**src/wds_pkg.sv**
```systemverilog
// Purpose: constants, types and timing for the reset and watchdog supervisor
// Assumes: 40 MHz system clock, APB register access, write-only serial frames
// Notes: all times held in their own unit, cycle counts derived here
package wds_pkg;

	// ****************************************
	// timing
	// ****************************************
	localparam int CLK_NS = 25;
	localparam int T_MS_NS = 1000000;
	localparam int T_RF_NS = 10000;
	localparam int T_LW_MS = 200;
	localparam int T_RD_MS = 10;
	localparam int TICK_CYC = T_MS_NS / CLK_NS;
	localparam int RF_CYC = (T_RF_NS + CLK_NS - 1) / CLK_NS;

	// ****************************************
	// register map
	// ****************************************
	localparam logic [7:0] MODE_OFF = 8'h00;
	localparam logic [7:0] CFG_OFF = 8'h04;
	localparam logic [7:0] STAT_OFF = 8'h08;
	localparam logic [7:0] WDC_OFF = 8'h0c;
	localparam logic [6:0] WD_SPI_ADDR = 7'h15;
	localparam int FRAME_BITS = 16;

	// config register fields
	localparam int CFG_SRR = 0;
	localparam int CFG_FS = 1;
	localparam int CFG_FC = 2;
	localparam logic [3:0] CFG_RST = 4'h1;

	// watchdog control byte fields
	localparam int WDC_PAR = 7;
	localparam int WDC_TYPE = 6;
	localparam int WDC_RSV = 3;
	localparam int WDC_PER = 0;
	localparam logic [7:0] WDC_RST = 8'h81;

	// status register fields
	localparam int ST_MODE = 0;
	localparam int ST_RO = 3;
	localparam int ST_FAIL = 4;
	localparam int ST_SPIF = 6;

	// mode field command values, fail count setting and limits
	localparam logic [1:0] CMD_NORMAL = 2'h0;
	localparam logic [1:0] CMD_STOP = 2'h1;
	localparam logic [1:0] CMD_SLEEP = 2'h2;
	localparam logic [1:0] CMD_SOFT = 2'h3;
	localparam logic [1:0] FC_CFG2 = 2'h1;
	localparam logic [1:0] FAIL_MAX_CFG2 = 2'h1;
	localparam logic [1:0] FAIL_MAX = 2'h2;

	typedef enum logic [2:0] {
		MD_INIT = 3'h0,
		MD_NORMAL = 3'h1,
		MD_STOP = 3'h2,
		MD_SLEEP = 3'h3,
		MD_RESTART = 3'h4,
		MD_FAILSAFE = 3'h5
	} wds_mode_t;

	typedef struct packed {
		logic sck;
		logic mosi;
		logic chip_select_active_low;
	} wds_spi_t;

	typedef struct packed {
		logic [4:0] sy1;
		logic [4:0] sy2;
		logic [4:0] sy3;
		logic [15:0] div;
		logic [15:0] sh;
		logic [4:0] bits;
		logic [9:0] filt;
		logic uv_f;
		logic ro_low;
		logic [7:0] rd_ms;
		logic [10:0] wd_ms;
		logic long_win;
		logic [7:0] wdc;
		logic [3:0] cfg;
		logic [1:0] fail;
		logic wd_caused;
		logic spi_fail;
		wds_mode_t mode;
		logic [31:0] prdata;
		logic pslverr;
	} wds_state_t;

	// setting 1..7 in milliseconds, setting 0 read as setting 1
	function automatic logic [10:0] wd_period_ms(input logic [2:0] code);
		case (code)
			3'h2: wd_period_ms = 11'd20;
			3'h3: wd_period_ms = 11'd50;
			3'h4: wd_period_ms = 11'd100;
			3'h5: wd_period_ms = 11'd200;
			3'h6: wd_period_ms = 11'd500;
			3'h7: wd_period_ms = 11'd1000;
			default: wd_period_ms = 11'd10;
		endcase
	endfunction

endpackage

```
**src/wds_top.sv**
```systemverilog
// Purpose: reset output and watchdog supervisor with APB registers
// Assumes: serial pins and supply flags are asynchronous to clock_i
// Notes: watchdog time base is a 1 ms tick enable from a divider
//
// Contract
// - reset event pulls reset low after filter, holds while present plus delay
// - reset starts low at power-up, released after supply good plus delay
// - mode write 11 in normal or stop returns to init, defaults restored
// - soft reset command outside normal or stop is ignored
// - config bit chooses whether soft reset pulses the reset output
// - type select bit picks time-out (default) or window watchdog
// - watchdog type and period change only in normal mode, or back to defaults on soft reset from normal or stop
// - watchdog off in sleep and restart, long window after release and normal entry
// - valid serial watchdog write is a trigger, applied at chip select rise
// - new watchdog setting restarts the timer with that setting
// - long open window lasts 200 ms, any valid trigger accepted
// - period settings 1 to 7 map to 10 through 1000 ms
// - watchdog failure resets, enters restart (normal after release) or fail-safe
// - development mode disables watchdog failures entirely
// - failures increment a counter saturating at 01 or 10 by config
// - fail counter clears on good trigger, sleep, fail-safe not from watchdog
// - time-out mode: trigger restarts period, expiry is a failure
// - window mode: closed window 60 percent then open window centred on period
// - window mode: closed-window trigger or expiry is a failure
// - watchdog byte bits 15 to 8 carry even parity, checked here
// - parity error discards write, sets serial error, reserved bit counted
`timescale 1ns/1ps
module wds_top #(
	parameter int TICK_CYC = wds_pkg::TICK_CYC,
	parameter int LW_MS = wds_pkg::T_LW_MS,
	parameter int RD_MS = wds_pkg::T_RD_MS,
	parameter int RF_CYC = wds_pkg::RF_CYC
) (
	input wire logic clock_i,
	input wire logic rst_b_i,
	input wire logic psel_i,
	input wire logic penable_i,
	input wire logic pwrite_i,
	input wire logic [7:0] paddr_i,
	input wire logic [31:0] pwdata_i,
	output logic [31:0] prdata_o,
	output logic pready_o,
	output logic pslverr_o,
	input wire wds_pkg::wds_spi_t spi_i,
	input wire logic supply_uv_i,
	input wire logic dev_mode_i,
	output logic reset_out_n_o
);

	// ****************************************
	// state and decode
	// ****************************************
	wds_pkg::wds_state_t s;
	wds_pkg::wds_state_t n;
	logic sck_rise;
	logic cs_rise;
	logic tick;
	logic uv;
	logic dev;
	logic wd_on;
	logic wd_write;
	logic par_ok;
	logic closed;
	logic expire;
	logic watchdog_fail_count;
	logic trig_ok;
	logic apb_wr;
	logic apb_rd;
	logic [10:0] per;
	logic [10:0] lim;
	logic [15:0] scaled;
	logic [1:0] fmax;

	function automatic logic mapped(input logic [7:0] a);
		mapped = (a == wds_pkg::MODE_OFF) || (a == wds_pkg::CFG_OFF) ||
			(a == wds_pkg::STAT_OFF) || (a == wds_pkg::WDC_OFF);
	endfunction

	assign pready_o = 1'b1;
	assign prdata_o = s.prdata;
	assign pslverr_o = s.pslverr;
	assign reset_out_n_o = ~s.ro_low;

	always_comb begin
		n = s;
		// ****************************************
		// synchronisers, only stage two onward is read
		// ****************************************
		n.sy1 = {spi_i.sck, spi_i.mosi, spi_i.chip_select_active_low, supply_uv_i, dev_mode_i};
		n.sy2 = s.sy1;
		n.sy3 = s.sy2;
		sck_rise = s.sy2[4] & ~s.sy3[4];
		cs_rise = s.sy2[2] & ~s.sy3[2];
		uv = s.sy2[1];
		dev = s.sy2[0];

		// ****************************************
		// millisecond tick
		// ****************************************
		tick = 1'b0;
		if (s.div == 16'(TICK_CYC - 1)) begin
			n.div = 16'h0000;
			tick = 1'b1;
		end else begin
			n.div = s.div + 16'h0001;
		end

		// ****************************************
		// serial frame receive
		// ****************************************
		if (s.sy2[2]) begin
			n.bits = 5'h00;
		end else if (sck_rise) begin
			n.sh = {s.sh[14:0], s.sy2[3]};
			if (s.bits != 5'h1f) begin
				n.bits = s.bits + 5'h01;
			end
		end
		// only a full 16-bit write to the watchdog address counts
		wd_write = cs_rise && (s.bits == 5'(wds_pkg::FRAME_BITS)) && s.sh[7] &&
			(s.sh[6:0] == wds_pkg::WD_SPI_ADDR);
		par_ok = ~^s.sh[15:8];

		// ****************************************
		// watchdog timing
		// ****************************************
		per = wds_pkg::wd_period_ms(s.wdc[wds_pkg::WDC_PER+:3]);
		scaled = 16'h0000;
		if (s.long_win) begin
			lim = 11'(LW_MS);
		end else if (s.wdc[wds_pkg::WDC_TYPE]) begin
			// open window runs 0.6 to 1.4 of the period
			scaled = 16'({5'h00, per} * 16'd14 / 16'd10);
			lim = scaled[10:0];
		end else begin
			lim = per;
		end
		closed = ~s.long_win && s.wdc[wds_pkg::WDC_TYPE] &&
			({5'h00, s.wd_ms} < 16'({5'h00, per} * 16'd6 / 16'd10));
		wd_on = ~dev && ((s.mode == wds_pkg::MD_INIT && ~s.ro_low) ||
			s.mode == wds_pkg::MD_NORMAL || s.mode == wds_pkg::MD_STOP);
		// fail on the tick that completes the period, not one tick later
		expire = tick && (s.wd_ms >= lim - 11'h001);
		watchdog_fail_count = wd_on && (expire || (wd_write && par_ok && closed));
		trig_ok = wd_on && wd_write && par_ok && ~closed;
		fmax = (s.cfg[wds_pkg::CFG_FC+:2] == wds_pkg::FC_CFG2) ?
			wds_pkg::FAIL_MAX_CFG2 : wds_pkg::FAIL_MAX;

		if (~wd_on) begin
			n.wd_ms = 11'h000;
		end else if (tick && s.wd_ms != 11'h7ff) begin
			n.wd_ms = s.wd_ms + 11'h001;
		end

		if (wd_write && ~par_ok) begin
			n.spi_fail = 1'b0;
		end
		if (trig_ok) begin
			n.wd_ms = 11'h000;
			n.long_win = 1'b0;
			n.fail = 2'h0;
			if (s.mode == wds_pkg::MD_NORMAL) begin
				n.wdc = s.sh[15:8];
			end
		end

		// ****************************************
		// reset output
		// ****************************************
		if (uv) begin
			if (s.filt == 10'(RF_CYC)) begin
				n.uv_f = 1'b1;
			end else begin
				n.filt = s.filt + 10'h001;
			end
		end else begin
			n.filt = 10'h000;
			n.uv_f = 1'b0;
		end

		if (s.uv_f) begin
			n.ro_low = 1'b1;
			n.rd_ms = 8'h00;
		end else if (s.ro_low && tick) begin
			if (s.rd_ms == 8'(RD_MS - 1)) begin
				n.ro_low = 1'b0;
				n.rd_ms = 8'h00;
				n.wd_ms = 11'h000;
				n.long_win = 1'b1;
				if (s.mode == wds_pkg::MD_RESTART) begin
					n.mode = wds_pkg::MD_NORMAL;
				end
			end else begin
				n.rd_ms = s.rd_ms + 8'h01;
			end
		end

		if (watchdog_fail_count) begin
			n.ro_low = 1'b1;
			n.rd_ms = 8'h00;
			n.wd_ms = 11'h000;
			n.wd_caused = 1'b1;
			n.mode = s.cfg[wds_pkg::CFG_FS] ? wds_pkg::MD_FAILSAFE : wds_pkg::MD_RESTART;
			if (s.fail < fmax) begin
				n.fail = s.fail + 2'h1;
			end
		end

		// ****************************************
		// APB slave, zero wait states
		// ****************************************
		apb_wr = psel_i && penable_i && pwrite_i;
		apb_rd = psel_i && ~penable_i && ~pwrite_i;
		if (psel_i && ~penable_i) begin
			n.pslverr = ~mapped(paddr_i);
			n.prdata = 32'h00000000;
		end
		if (apb_rd) begin
			case (paddr_i)
				wds_pkg::MODE_OFF: n.prdata[2:0] = s.mode;
				wds_pkg::CFG_OFF: n.prdata[3:0] = s.cfg;
				wds_pkg::STAT_OFF: begin
					n.prdata[wds_pkg::ST_MODE+:3] = s.mode;
					n.prdata[wds_pkg::ST_RO] = ~s.ro_low;
					n.prdata[wds_pkg::ST_FAIL+:2] = s.fail;
					n.prdata[wds_pkg::ST_SPIF] = s.spi_fail;
				end
				wds_pkg::WDC_OFF: begin
					// reserved bit reads zero yet still counts in parity
					n.prdata[7:0] = s.wdc;
					n.prdata[wds_pkg::WDC_RSV] = 1'b0;
				end
				default: n.prdata = 32'h00000000;
			endcase
		end

		if (apb_wr && paddr_i == wds_pkg::STAT_OFF && pwdata_i[wds_pkg::ST_SPIF]) begin
			n.spi_fail = 1'b0;
		end
		if (apb_wr && paddr_i == wds_pkg::CFG_OFF && s.mode == wds_pkg::MD_NORMAL) begin
			n.cfg = pwdata_i[3:0];
		end
		if (apb_wr && paddr_i == wds_pkg::MODE_OFF && ~watchdog_fail_count) begin
			case (pwdata_i[1:0])
				wds_pkg::CMD_NORMAL: begin
					if (s.mode != wds_pkg::MD_NORMAL && s.mode != wds_pkg::MD_RESTART) begin
						n.mode = wds_pkg::MD_NORMAL;
						n.long_win = 1'b1;
						n.wd_ms = 11'h000;
						n.wd_caused = 1'b0;
					end
				end
				wds_pkg::CMD_STOP: begin
					if (s.mode == wds_pkg::MD_NORMAL) begin
						n.mode = wds_pkg::MD_STOP;
					end
				end
				wds_pkg::CMD_SLEEP: begin
					if (s.mode == wds_pkg::MD_NORMAL) begin
						n.mode = wds_pkg::MD_SLEEP;
					end
				end
				wds_pkg::CMD_SOFT: begin
					// other modes: command dropped, nothing changes
					if (s.mode == wds_pkg::MD_NORMAL || s.mode == wds_pkg::MD_STOP) begin
						n.mode = wds_pkg::MD_INIT;
						n.cfg = wds_pkg::CFG_RST;
						n.wdc = wds_pkg::WDC_RST;
						n.fail = 2'h0;
						n.spi_fail = 1'b0;
						n.wd_caused = 1'b0;
						n.long_win = 1'b1;
						n.wd_ms = 11'h000;
						if (s.cfg[wds_pkg::CFG_SRR]) begin
							n.ro_low = 1'b1;
							n.rd_ms = 8'h00;
						end
					end
				end
				default: n.mode = s.mode;
			endcase
		end

		// error set after any clear so a coincident event survives
		if (wd_write && ~par_ok) begin
			n.spi_fail = 1'b1;
		end
		if (n.mode == wds_pkg::MD_SLEEP ||
			(n.mode == wds_pkg::MD_FAILSAFE && ~n.wd_caused)) begin
			n.fail = 2'h0;
		end
	end

	// ****************************************
	// state register
	// ****************************************
	always_ff @(posedge clock_i or negedge rst_b_i) begin
		if (!rst_b_i) begin
			s <= '0;
			s.sy1 <= 5'h04;
			s.sy2 <= 5'h04;
			s.sy3 <= 5'h04;
			s.ro_low <= 1'b1;
			s.long_win <= 1'b1;
			s.wdc <= wds_pkg::WDC_RST;
			s.cfg <= wds_pkg::CFG_RST;
			s.mode <= wds_pkg::MD_INIT;
		end else begin
			s <= n;
		end
	end

endmodule // wds_top

```
**config.mk**
```make
export PLATFORM = sky130hd
export DESIGN_NAME = wds_top
export DESIGN_NICKNAME = d
export VERILOG_FILES = /design/src/wds_pkg.sv /design/src/wds_top.sv
export SDC_FILE = /design/constraint.sdc
export NUM_CORES = 1
export LEC_CHECK = 0
export BUFFER_PORTS_ARGS = -buffer_cell sky130_fd_sc_hd__buf_2
export CAP_MARGIN = 25
export CELL_PAD_IN_SITES_DETAIL_PLACEMENT = 1
export CELL_PAD_IN_SITES_GLOBAL_PLACEMENT = 1
export CORE_AREA = 5 5 236 123
export DETAILED_ROUTE_END_ITERATION = 12
export DIE_AREA = 0 0 241 128
export PLACE_DENSITY = 0.89
export SLEW_MARGIN = 20
export SYNTH_ARGS = -nofsm -noshare
export SYNTH_HDL_FRONTEND = slang
export SYNTH_SLANG_ARGS = --single-unit
export TNS_END_PERCENT = 20
```
**constraint.sdc**
```tcl
create_clock -name clock_i -period 17.8 [get_ports clock_i]
set_input_delay 3.56 -clock clock_i [delete_from_list [all_inputs] [get_ports clock_i]]
set_output_delay 3.56 -clock clock_i [all_outputs]
set_load 0.01 [all_outputs]
```
==> results of run 1 <==
layout make-up:
cell class | count | area, µm² | share of cell area (%)
multi-input cells | 1136 | 7900 | 62.0
flip-flops and latches | 132 | 3310 | 26.0
well taps | 360 | 450 | 3.53
clock buffers | 18 | 429 | 3.37
repair buffers | 66 | 359 | 2.82
inverters | 39 | 149 | 1.17
clock inverters | 14 | 141 | 1.11
critical path: cells and delay by family, from the launching register on:
| kind | cells | cell delay (ps) |
|---|---|---|
| AO/OA/AOI/OAI | 23 | 6010 |
| XOR/XNOR | 2 | 610 |
| adder cells (fa/ha/maj) | 5 | 1680 |
| buffers and inverters | 4 | 1050 |
| flip-flops | 1 | 990 |
| multiplexers | 2 | 1130 |
| AND/OR/NAND/NOR | 15 | 4060 |
metrics by stage:
stage                     setup slack (ps)  cell area, µm²  std cells  total power, mW
final                                 2050           12700       1765            0.723
after CTS                             2510           12700       1764            0.727
after detailed placement              2620           12200       1732            0.373
after floorplan                       6690           11800       1398            0.352
after global routing                  1270           12700       1765            0.745
after global placement                2970           12200       1731            0.367
cells by family (layout without fill, tap and decap cells):
group / count (synthesis) / count (layout)
AND/OR/NAND/NOR: 562 / 562
other: 1 / 1
AO/OA/AOI/OAI: 351 / 351
multiplexers: 68 / 68
flip-flops: 132 / 132
buffers and inverters: 130 / 137
adder cells (fa/ha/maj): 57 / 57
XOR/XNOR: 97 / 97
worst max-delay path by stage:
stage / endpoint / slack (ps)
floorplan: s[36]$_DFF_PN0_ / 6690
global placement: s[36]$_DFF_PN0_ / 2970
detailed placement: s[36]$_DFF_PN0_ / 2620
CTS: s[36]$_DFF_PN0_ / 2510
global route: s[36]$_DFF_PN0_ / 1270
finish: s[36]$_DFF_PN0_ / 2050
power groups by stage:
| stage | Combinational (mW) | Sequential (mW) | Clock, mW |
|---|---|---|---|
| 2_1_floorplan | 0.0273 | 0.325 | 0 |
| 3_3_place_gp | 0.0393 | 0.327 | 0 |
| 3_5_place_dp | 0.0439 | 0.329 | 0 |
| 4_1_cts | 0.0458 | 0.325 | 0.356 |
| 5_1_grt | 0.0500 | 0.327 | 0.369 |
| 6_report | 0.0457 | 0.326 | 0.352 |
routing by layer:
layer,share of wire [%],GRT usage [%]
met1,45,40.5
met2,41,38.9
met3,12,9.50
met4,1.9,7.19
met5,0.016,0
cells in the final DEF, fill, tap and decap left out, types with 15 or more instances in the layout:
cell	count
xnor2_1	61
nor2b_1	22
a21oi_1	61
nor3_1	30
inv_1	35
xor2_1	32
nor4_1	15
o21ai_0	76
nor2_1	136
nand4_1	22
mux2i_1	42
mux2_2	24
dfrtp_1	124
nand2b_1	22
and2_1	43
nand3_1	38
nand2_1	132
o211ai_1	17
or3_1	19
buf_2	56
a21o_1	16
clkbuf_16	17
a211oi_1	15
ha_1	52
and3_1	21
state kept, by name (all words and copies together), names as in the netlist:
register,count
pslverr_o,1
s,89
prdata_o,32
dev,1
n,9
==> flow_summary_export.csv, run 1 <==
group,metric,value,unit
outcome,status,"completed",
global_route,grt_pass1_wl,67400,µm
clock_network,cts_tree,"yes",
sta,fmax,63.5,MHz
floorplanning,die-area,30800,µm²
global_route,antenna_found_initial,1,
synthesis,synth_top_family_by_area,"simple AND/OR/NAND/NOR gates",
global_route,grt-ovfl-total,0,
place,place_congestion,0.978,
cells_and_area,layout-drive-gt1-share,13.8,%
power,p_clk_share,48.6,%
clock_network,post_cts_buffers,0,
setup_path,rr_worst_depth,51,
power,leakage,5.39,nW
floorplanning,rows,43,
min_path,min_from,"n[127]$_DFF_PN0_",
place,dp.final_hpwl,31800,µm
sta,skew,12.9,ps
setup_path,critPathLaunchType,"register",
power,powerDensity,56.7,nW/µm²
sta,worst_pin_slew,1030,ps
setup_path,crit_required,18070,ps
cells_and_area,antenna-diode-count,0,
setup_path,critical-path-slowest-cell,"dfstp_2",
clock_network,cts.sinks,132,
setup_path,critPathArrivalTime,16020,ps
route,first_iter_violations,1286,
sta,rsz0062_at_grt,"false",
setup_path,r2r-start,"s[44]$_DFF_PN1_",
synthesis,synth.yosys.warnings,0,
power,p_comb_share,6.3,%
setup_path,worstSetupEndpointType,"register",
synthesis,yosys.area_share.simple,24.4,%
clock_network,numCtsBuffers,17,
route,route.detailed.wl_per_inst,24.1,µm
sta,setup_viol,0,
setup_path,regToRegEndpoint,"s[36]$_DFF_PN0_",
sta,timing.slew.headroom,30.9,%
sta,period_minus_slack,15750,ps
route,drc,0,
synthesis,async_flop_share,100,%
synthesis,synth-xor-area-share,7.57,%
setup_path,crit_fanout,30,
power,swShare,26.9,%
synthesis,synthMuxAreaShare,6.08,%
floorplanning,die_y,128,µm
cells_and_area,fill_cells,3229,
clock_network,clk_path_buf_depth,2,
synthesis,synth.distinct_cells,116,
global_route,grt_pass1_vias,11684,
clock_network,clk_latency,450,ps
cells_and_area,post-route-util,47.2,%
synthesis,synthAdderAreaFrac,6.25,%
synthesis,synth_area,11800,µm²
min_path,whs_endpoint,"n[122]$_DFF_PN0_",
setup_path,critPathKind,"register to register",
setup_path,critical_path.startpoint,"s[44]$_DFF_PN1_",
min_path,hold_depth,0,
cells_and_area,fin_nets,1498,
cells_and_area,synthToLayoutAreaGrowth,7.56,%
setup_path,slowest_delay,990,ps
synthesis,yosysMostFrequentCell,"nor2_1",
setup_path,worst_path_most_repeated_cell,"o21ai_0",
place,port_buffers,56,
setup_path,regToRegSetupSlack,2050,ps
job,cap_violations,0,
sta,hold_viol_final,0,
synthesis,yosysTopAreaCell,"dfrtp_1",
global_route,grt_usage,27.7,%
clock_network,cts_htree_levels,4,
power,max-vdd-ir-drop,0.0787,mV
route,ant_nets,0,
sta,tns,0,ps
route,via_per_inst,6.57,
synthesis,synth_edf_count,0,
power,pwr-share-seq,45.0,%
synthesis,syn_area_per_cell,8.47,µm²
route,finalWirelength,42600,µm
synthesis,ys_top_cells_by_area,"dfrtp_1, ha_1, xnor2_1",
synthesis,ys.flop_type,"dfrtp_1",
global_route,grt_max_degree,80,
floorplanning,die_x,241,µm
min_path,min_path_type,"register to register",
synthesis,syn_nets,1504,
synthesis,synth_compound_area_share,22.2,%
power,internal_power,0.528,mW
floorplanning,ios,85,
synthesis,synth_top_area_share,26.2,%
power,p_sw,0.195,mW
sta,drv_slew,0,
clock_network,cts_resized,0,
floorplanning,core_area,27000,µm²
synthesis,synth_seq_cells,132,
synthesis,syn_inst,1398,
clock_network,clkTransAtPathRegs,70,ps
synthesis,yosysSeqAreaShare,28.0,%
route,firstDrtPassIters,5,
clock_network,root_buffer,"clkbuf_16",
synthesis,synth_common_cells,"nor2_1, nand2_1, dfrtp_1, o21ai_0",
sta,fin_crit_sh,88.5,%
route,vias,11597,
floorplanning,start_util,43.9,%
clock_network,postCtsHoldBufs,0,
sta,holdWs,357,ps
Note: power is estimated with default switching activity, not from simulation.
==> inputs of run 2 (changes only) <==
--- a/config.mk
+++ b/config.mk
@@ -5,14 +5,14 @@
 export SDC_FILE = /design/constraint.sdc
 export NUM_CORES = 1
 export LEC_CHECK = 0
-export BUFFER_PORTS_ARGS = -buffer_cell sky130_fd_sc_hd__buf_2
 export CAP_MARGIN = 25
 export CELL_PAD_IN_SITES_DETAIL_PLACEMENT = 1
 export CELL_PAD_IN_SITES_GLOBAL_PLACEMENT = 1
 export CORE_AREA = 5 5 236 123
 export DETAILED_ROUTE_END_ITERATION = 12
 export DIE_AREA = 0 0 241 128
-export PLACE_DENSITY = 0.89
+export DONT_BUFFER_PORTS = 1
+export PLACE_DENSITY = 0.85
 export SLEW_MARGIN = 20
 export SYNTH_ARGS = -nofsm -noshare
 export SYNTH_HDL_FRONTEND = slang
==> run 2 against run 1 <==
Net effect:
- fmax increased by 1.4%
- clock power increased by 8.8%
- first-iteration DRC count increased by 6.2%
- sequential cell count unchanged
- worst setup slack improved by 220 ps
- utilization decreased by 0.82 points
- total power increased by 2.5%
- highest routed layer is now met4
- combinational power decreased by 28%
- clock-buffer cell count increased by 1
- sequential share of layout area increased by 0.46 points
- sequential power about the same
- critical endpoint unchanged
==> flow_summary_export.csv, run 2 (synthesis results as in run 1) <==
group,metric,value,unit
cells_and_area,fill_cells,3229,
setup_path,worst_path_most_repeated_cell,"o21ai_0",
global_route,grt-ovfl-total,0,
place,placed_cell_area,11900,µm²
sta,tns,0,ps
global_route,grt_pass1_wl,64100,µm
clock_network,cts_tree,"yes",
clock_network,root_buffer,"clkbuf_16",
job,cap_violations,0,
floorplanning,ios,85,
cells_and_area,largest_register_ffs,89,
place,dp.cells,1675,
sta,fmax,64.4,MHz
power,fin_total_pwr,0.741,mW
route,finalWirelength,40200,µm
sta,setup_viol,0,
floorplanning,core_area,27000,µm²
power,swShare,23.1,%
setup_path,path_delay_family,"compound AO/OA/AOI/OAI gates",
global_route,grt_max_degree,133,
cells_and_area,largest_register,"s",
clock_network,clk_latency,430,ps
power,max-vdd-ir-drop,0.0643,mV
clock_network,clkTransAtPathRegs,60,ps
clock_network,cts_resized,0,
clock_network,numCtsBuffers,17,
route,route.detailed.wl_per_inst,23.5,µm
clock_network,clk_path_buf_depth,2,
power,internal_power,0.570,mW
setup_path,worstSetupEndpointType,"register",
sta,fin_crit_sh,87.2,%
setup_path,critPathKind,"register to register",
power,p_clk_share,51.7,%
cells_and_area,layout_common_cells,"nor2_1, nand2_1, dfrtp_1",
sta,hold_viol_final,0,
setup_path,critical_path.startpoint,"s[46]$_DFF_PN0_",
cells_and_area,layoutNonFillerInstCount,1709,
route,via_per_inst,6.49,
place,place_congestion,0.930,
global_route,antenna_found_initial,0,
sta,timing.slew.headroom,27.5,%
power,powerDensity,59.2,nW/µm²
sta,worst_pin_slew,1080,ps
sta,period_minus_slack,15520,ps
setup_path,critical-path-slowest-cell,"dfrtp_1",
floorplanning,die_y,128,µm
outcome,status,"completed",
route,ant_nets,0,
setup_path,crit_fanout,24,
power,p_comb_share,4.5,%
route,vias,11096,
route,firstDrtPassIters,6,
clock_network,cts.sinks,132,
floorplanning,start_util,43.9,%
cells_and_area,final_area,12500,µm²
power,leakage,5.14,nW
floorplanning,rows,43,
setup_path,slowest_delay,840,ps
cells_and_area,layout-drive-gt1-share,10.2,%
power,pwr-share-seq,43.8,%
place,dp.final_hpwl,30500,µm
setup_path,critPathArrivalTime,15780,ps
cells_and_area,fin_nets,1442,
place,port_buffers,0,
setup_path,critPathLaunchType,"register",
clock_network,cts_htree_levels,4,
setup_path,path_buf_inv,3,
floorplanning,die_x,241,µm
global_route,grt_usage,26.3,%
sta,drv_slew,0,
power,p_sw,0.171,mW
sta,rsz0062_at_grt,"false",
cells_and_area,antenna-diode-count,0,
route,first_iter_violations,1366,
setup_path,r2r-start,"s[46]$_DFF_PN0_",
setup_path,crit_required,18060,ps
min_path,min_from,"n[129]$_DFF_PN0_",
min_path,min_path_type,"register to register",
floorplanning,die-area,30800,µm²
clock_network,post_cts_buffers,0,
clock_network,postCtsHoldBufs,0,
sta,holdWs,353,ps
setup_path,regToRegSetupSlack,2280,ps
cells_and_area,mostFrequentLayoutCell,"nor2_1",
global_route,grt_pass1_vias,11000,
sta,skew,8.35,ps
route,drc,0,
cells_and_area,synthToLayoutAreaGrowth,5.70,%
run 2: cell count changes in the layout (fill, tap and decap cells not counted), sizes merged:
cell / delta
bufinv: +3
clkbuf: +2
inv: -5
clkinv: +1
buf: -57
run 2: path summary, 6_finish.rpt:
kind                            cells after the start          endpoint
max in group asynchronous                           0   s[72]$_DFF_PN1_
worst min-delay path                                0  n[124]$_DFF_PN0_
worst min register to register                      0  n[124]$_DFF_PN0_
worst max-delay path                               50   s[36]$_DFF_PN0_
min in group asynchronous                           0  n[127]$_DFF_PN0_
worst max register to register                     50   s[36]$_DFF_PN0_
run 2: cell type report:
| cell class | instances | area, µm² | area share, % |
|---|---|---|---|
| Sequential cell | 132 | 3310 | 26.5 |
| Multi-Input combinational cell | 1136 | 7900 | 63.1 |
| Clock inverter | 13 | 198 | 1.58 |
| Timing Repair Buffer | 10 | 72.6 | 0.579 |
| Clock buffer | 19 | 443 | 3.54 |
| Inverter | 39 | 149 | 1.19 |
| Tap cell | 360 | 450 | 3.60 |
run 2: per-stage QoR:
| stage | utilization (%) | worst slack, ps |
|---|---|---|
| floorplan | - | 6690 |
| global placement | 43.9 | 3350 |
| detailed placement | 43.9 | 2790 |
| CTS | 46.3 | 2720 |
| global route | 46.4 | 1300 |
| finish | 46.4 | 2280 |
run 2: power by group through the flow:
stage          clock (mW)  sequential, mW  combinational, mW
6_report            0.383           0.325             0.0331
5_1_grt             0.405           0.326             0.0359
4_1_cts             0.389           0.325             0.0329
3_5_place_dp            0           0.329             0.0317
3_3_place_gp            0           0.328             0.0294
2_1_floorplan           0           0.325             0.0273
run 2: metal layers:
layer	GRT usage (%)	routed length, µm
met5	0	0
met4	4.71	509
met3	8.30	4210
met2	35.4	16000
met1	41.0	19500
==> inputs of run 3 (changes only) <==
--- a/config.mk
+++ b/config.mk
@@ -5,14 +5,14 @@
 export SDC_FILE = /design/constraint.sdc
 export NUM_CORES = 1
 export LEC_CHECK = 0
-export CAP_MARGIN = 25
 export CELL_PAD_IN_SITES_DETAIL_PLACEMENT = 1
 export CELL_PAD_IN_SITES_GLOBAL_PLACEMENT = 1
-export CORE_AREA = 5 5 236 123
+export CORE_AREA = 5 5 224 117
 export DETAILED_ROUTE_END_ITERATION = 12
-export DIE_AREA = 0 0 241 128
+export DIE_AREA = 0 0 229 122
 export DONT_BUFFER_PORTS = 1
-export PLACE_DENSITY = 0.85
+export PLACE_DENSITY = 0.92
+export SKIP_LAST_GASP = 1
 export SLEW_MARGIN = 20
 export SYNTH_ARGS = -nofsm -noshare
 export SYNTH_HDL_FRONTEND = slang
==> run 3 against run 2 <==
Net effect:
- clock skew rose by 2.3 ps
- sequential power about the same
- worst setup slack gained 75 ps
- register-to-register slack better by 70 ps
- clock-buffer cell count is 1 lower
- design area is 0.83% lower
- largest cell class unchanged
- largest power group unchanged
- highest routed layer is now met5
==> flow_summary_export.csv, run 3 (synthesis results as in run 1) <==
group,metric,value,unit
floorplanning,die_x,229,µm
power,internal_power,0.541,mW
setup_path,slowest_delay,960,ps
global_route,grt_util_met3,9.50,%
cells_and_area,antenna-diode-count,0,
power,p_clk_share,50.6,%
sta,skew,10.7,ps
clock_network,numCtsBuffers,17,
clock_network,post_cts_buffers,0,
route,finalWirelength,43400,µm
outcome,status,"completed",
min_path,min_from,"n[128]$_DFF_PN1_",
setup_path,critPathLaunchType,"register",
cells_and_area,largest_register,"s",
place,dp.final_hpwl,31200,µm
route,firstDrtPassIters,6,
min_path,min_path_type,"register to register",
cells_and_area,final_area,12400,µm²
sta,rsz0062_at_grt,"false",
route,route.detailed.wl_per_inst,26.0,µm
global_route,grt_usage,31.0,%
clock_network,root_buffer,"clkbuf_16",
sta,tns,0,ps
setup_path,worst_path_most_repeated_cell,"o21ai_0",
sta,timing.slew.headroom,17.8,%
route,via_per_inst,6.91,
power,swShare,25.8,%
sta,drv_slew,0,
global_route,met1_usage,43.3,%
clock_network,cts.sinks,132,
setup_path,regToRegSetupSlack,2350,ps
global_route,grt-ovfl-total,0,
cells_and_area,layout_common_cells,"nor2_1, nand2_1, dfrtp_1",
setup_path,critPathKind,"register to register",
floorplanning,core_area,24400,µm²
sta,holdWs,359,ps
sta,fin_crit_sh,86.8,%
global_route,grt_pass1_wl,68400,µm
job,cap_violations,0,
floorplanning,rows,41,
setup_path,regToRegEndpoint,"s[36]$_DFF_PN0_",
global_route,busiest_layer,"met2",
floorplanning,die-area,27900,µm²
setup_path,crit_required,18100,ps
global_route,grt_pass1_vias,11744,
setup_path,r2r-start,"s[44]$_DFF_PN1_",
sta,worst_pin_slew,1220,ps
setup_path,path_delay_family,"compound AO/OA/AOI/OAI gates",
sta,fmax,64.7,MHz
clock_network,clk_latency,460,ps
setup_path,critical-path-slowest-cell,"dfstp_2",
cells_and_area,mostFrequentLayoutCell,"nor2_1",
setup_path,path_buf_inv,3,
floorplanning,ios,85,
place,place_congestion,0.937,
power,p_comb_share,4.7,%
setup_path,critPathArrivalTime,15750,ps
clock_network,cts_resized,0,
route,vias,11532,
place,port_buffers,0,
clock_network,cts_htree_levels,4,
min_path,whs_endpoint,"n[123]$_DFF_PN1_",
cells_and_area,layoutNonFillerInstCount,1669,
route,first_iter_violations,1627,
cells_and_area,layout-drive-gt1-share,10.2,%
sta,period_minus_slack,15450,ps
route,ant_nets,0,
setup_path,worstSetupEndpointType,"register",
cells_and_area,fin_nets,1440,
cells_and_area,synthToLayoutAreaGrowth,4.83,%
setup_path,crit_fanout,30,
place,dp.cells,1637,
clock_network,cts_tree,"yes",
power,fin_total_pwr,0.729,mW
global_route,grt_max_degree,133,
clock_network,postCtsHoldBufs,0,
sta,setup_viol,0,
global_route,antenna_found_initial,0,
clock_network,clkTransAtPathRegs,70,ps
power,max-vdd-ir-drop,0.0549,mV
floorplanning,start_util,48.6,%
min_path,hold_depth,0,
global_route,grtUsageMet2,45.5,%
sta,hold_viol_final,0,
clock_network,clk_path_buf_depth,2,
cells_and_area,largest_register_ffs,89,
power,p_sw,0.188,mW
setup_path,rr_worst_depth,50,
power,leakage,5.12,nW
power,powerDensity,58.7,nW/µm²
route,drc,0,
place,placed_cell_area,11800,µm²
floorplanning,die_y,122,µm
power,pwr-share-seq,44.6,%
[run 3: final cells by class]
class	count	area (µm²)
clock buffer	18	439
fill	2809	11900
tap	322	403
multi-input combinational	1136	7900
timing repair buffer	8	60.1
clock inverter	14	151
sequential	132	3310
inverter	39	149
[run 3: stage by stage]
stage	util, %	worst slack [ps]
after floorplan	-	6690
after global placement	48.5	3940
after detailed placement	48.5	3060
after CTS	50.9	2880
after global routing	51.0	1630
final	51.0	2350
[run 3: power by group through the flow]
stage          clock, mW  sequential, mW  combinational, mW
3_3_place_gp           0           0.328             0.0297
3_5_place_dp           0           0.330             0.0325
4_1_cts            0.370           0.325             0.0341
6_report           0.369           0.325             0.0344
2_1_floorplan          0           0.325             0.0273
5_1_grt            0.385           0.326             0.0374
[run 3: how the worst max path moves through the flow]
stage / start / end / slack [ps] / cells past startpoint
2_1_floorplan: s[44]$_DFF_PN1_ / s[36]$_DFF_PN0_ / 6690 / 53
3_3_place_gp: s[44]$_DFF_PN1_ / s[36]$_DFF_PN0_ / 3940 / 50
3_5_place_dp: s[44]$_DFF_PN1_ / s[36]$_DFF_PN0_ / 3060 / 50
4_1_cts: s[44]$_DFF_PN1_ / s[36]$_DFF_PN0_ / 2880 / 50
5_1_grt: s[44]$_DFF_PN1_ / s[36]$_DFF_PN0_ / 1630 / 50
6_report: s[44]$_DFF_PN1_ / s[36]$_DFF_PN0_ / 2350 / 50
[run 3: metal layers]
layer  vias to the layer above  wire [µm]
met5                         -         40
met4                         2       1360
met3                       116       4780
met2                       695      18500
met1                      5780      18800
li1                       4939          -
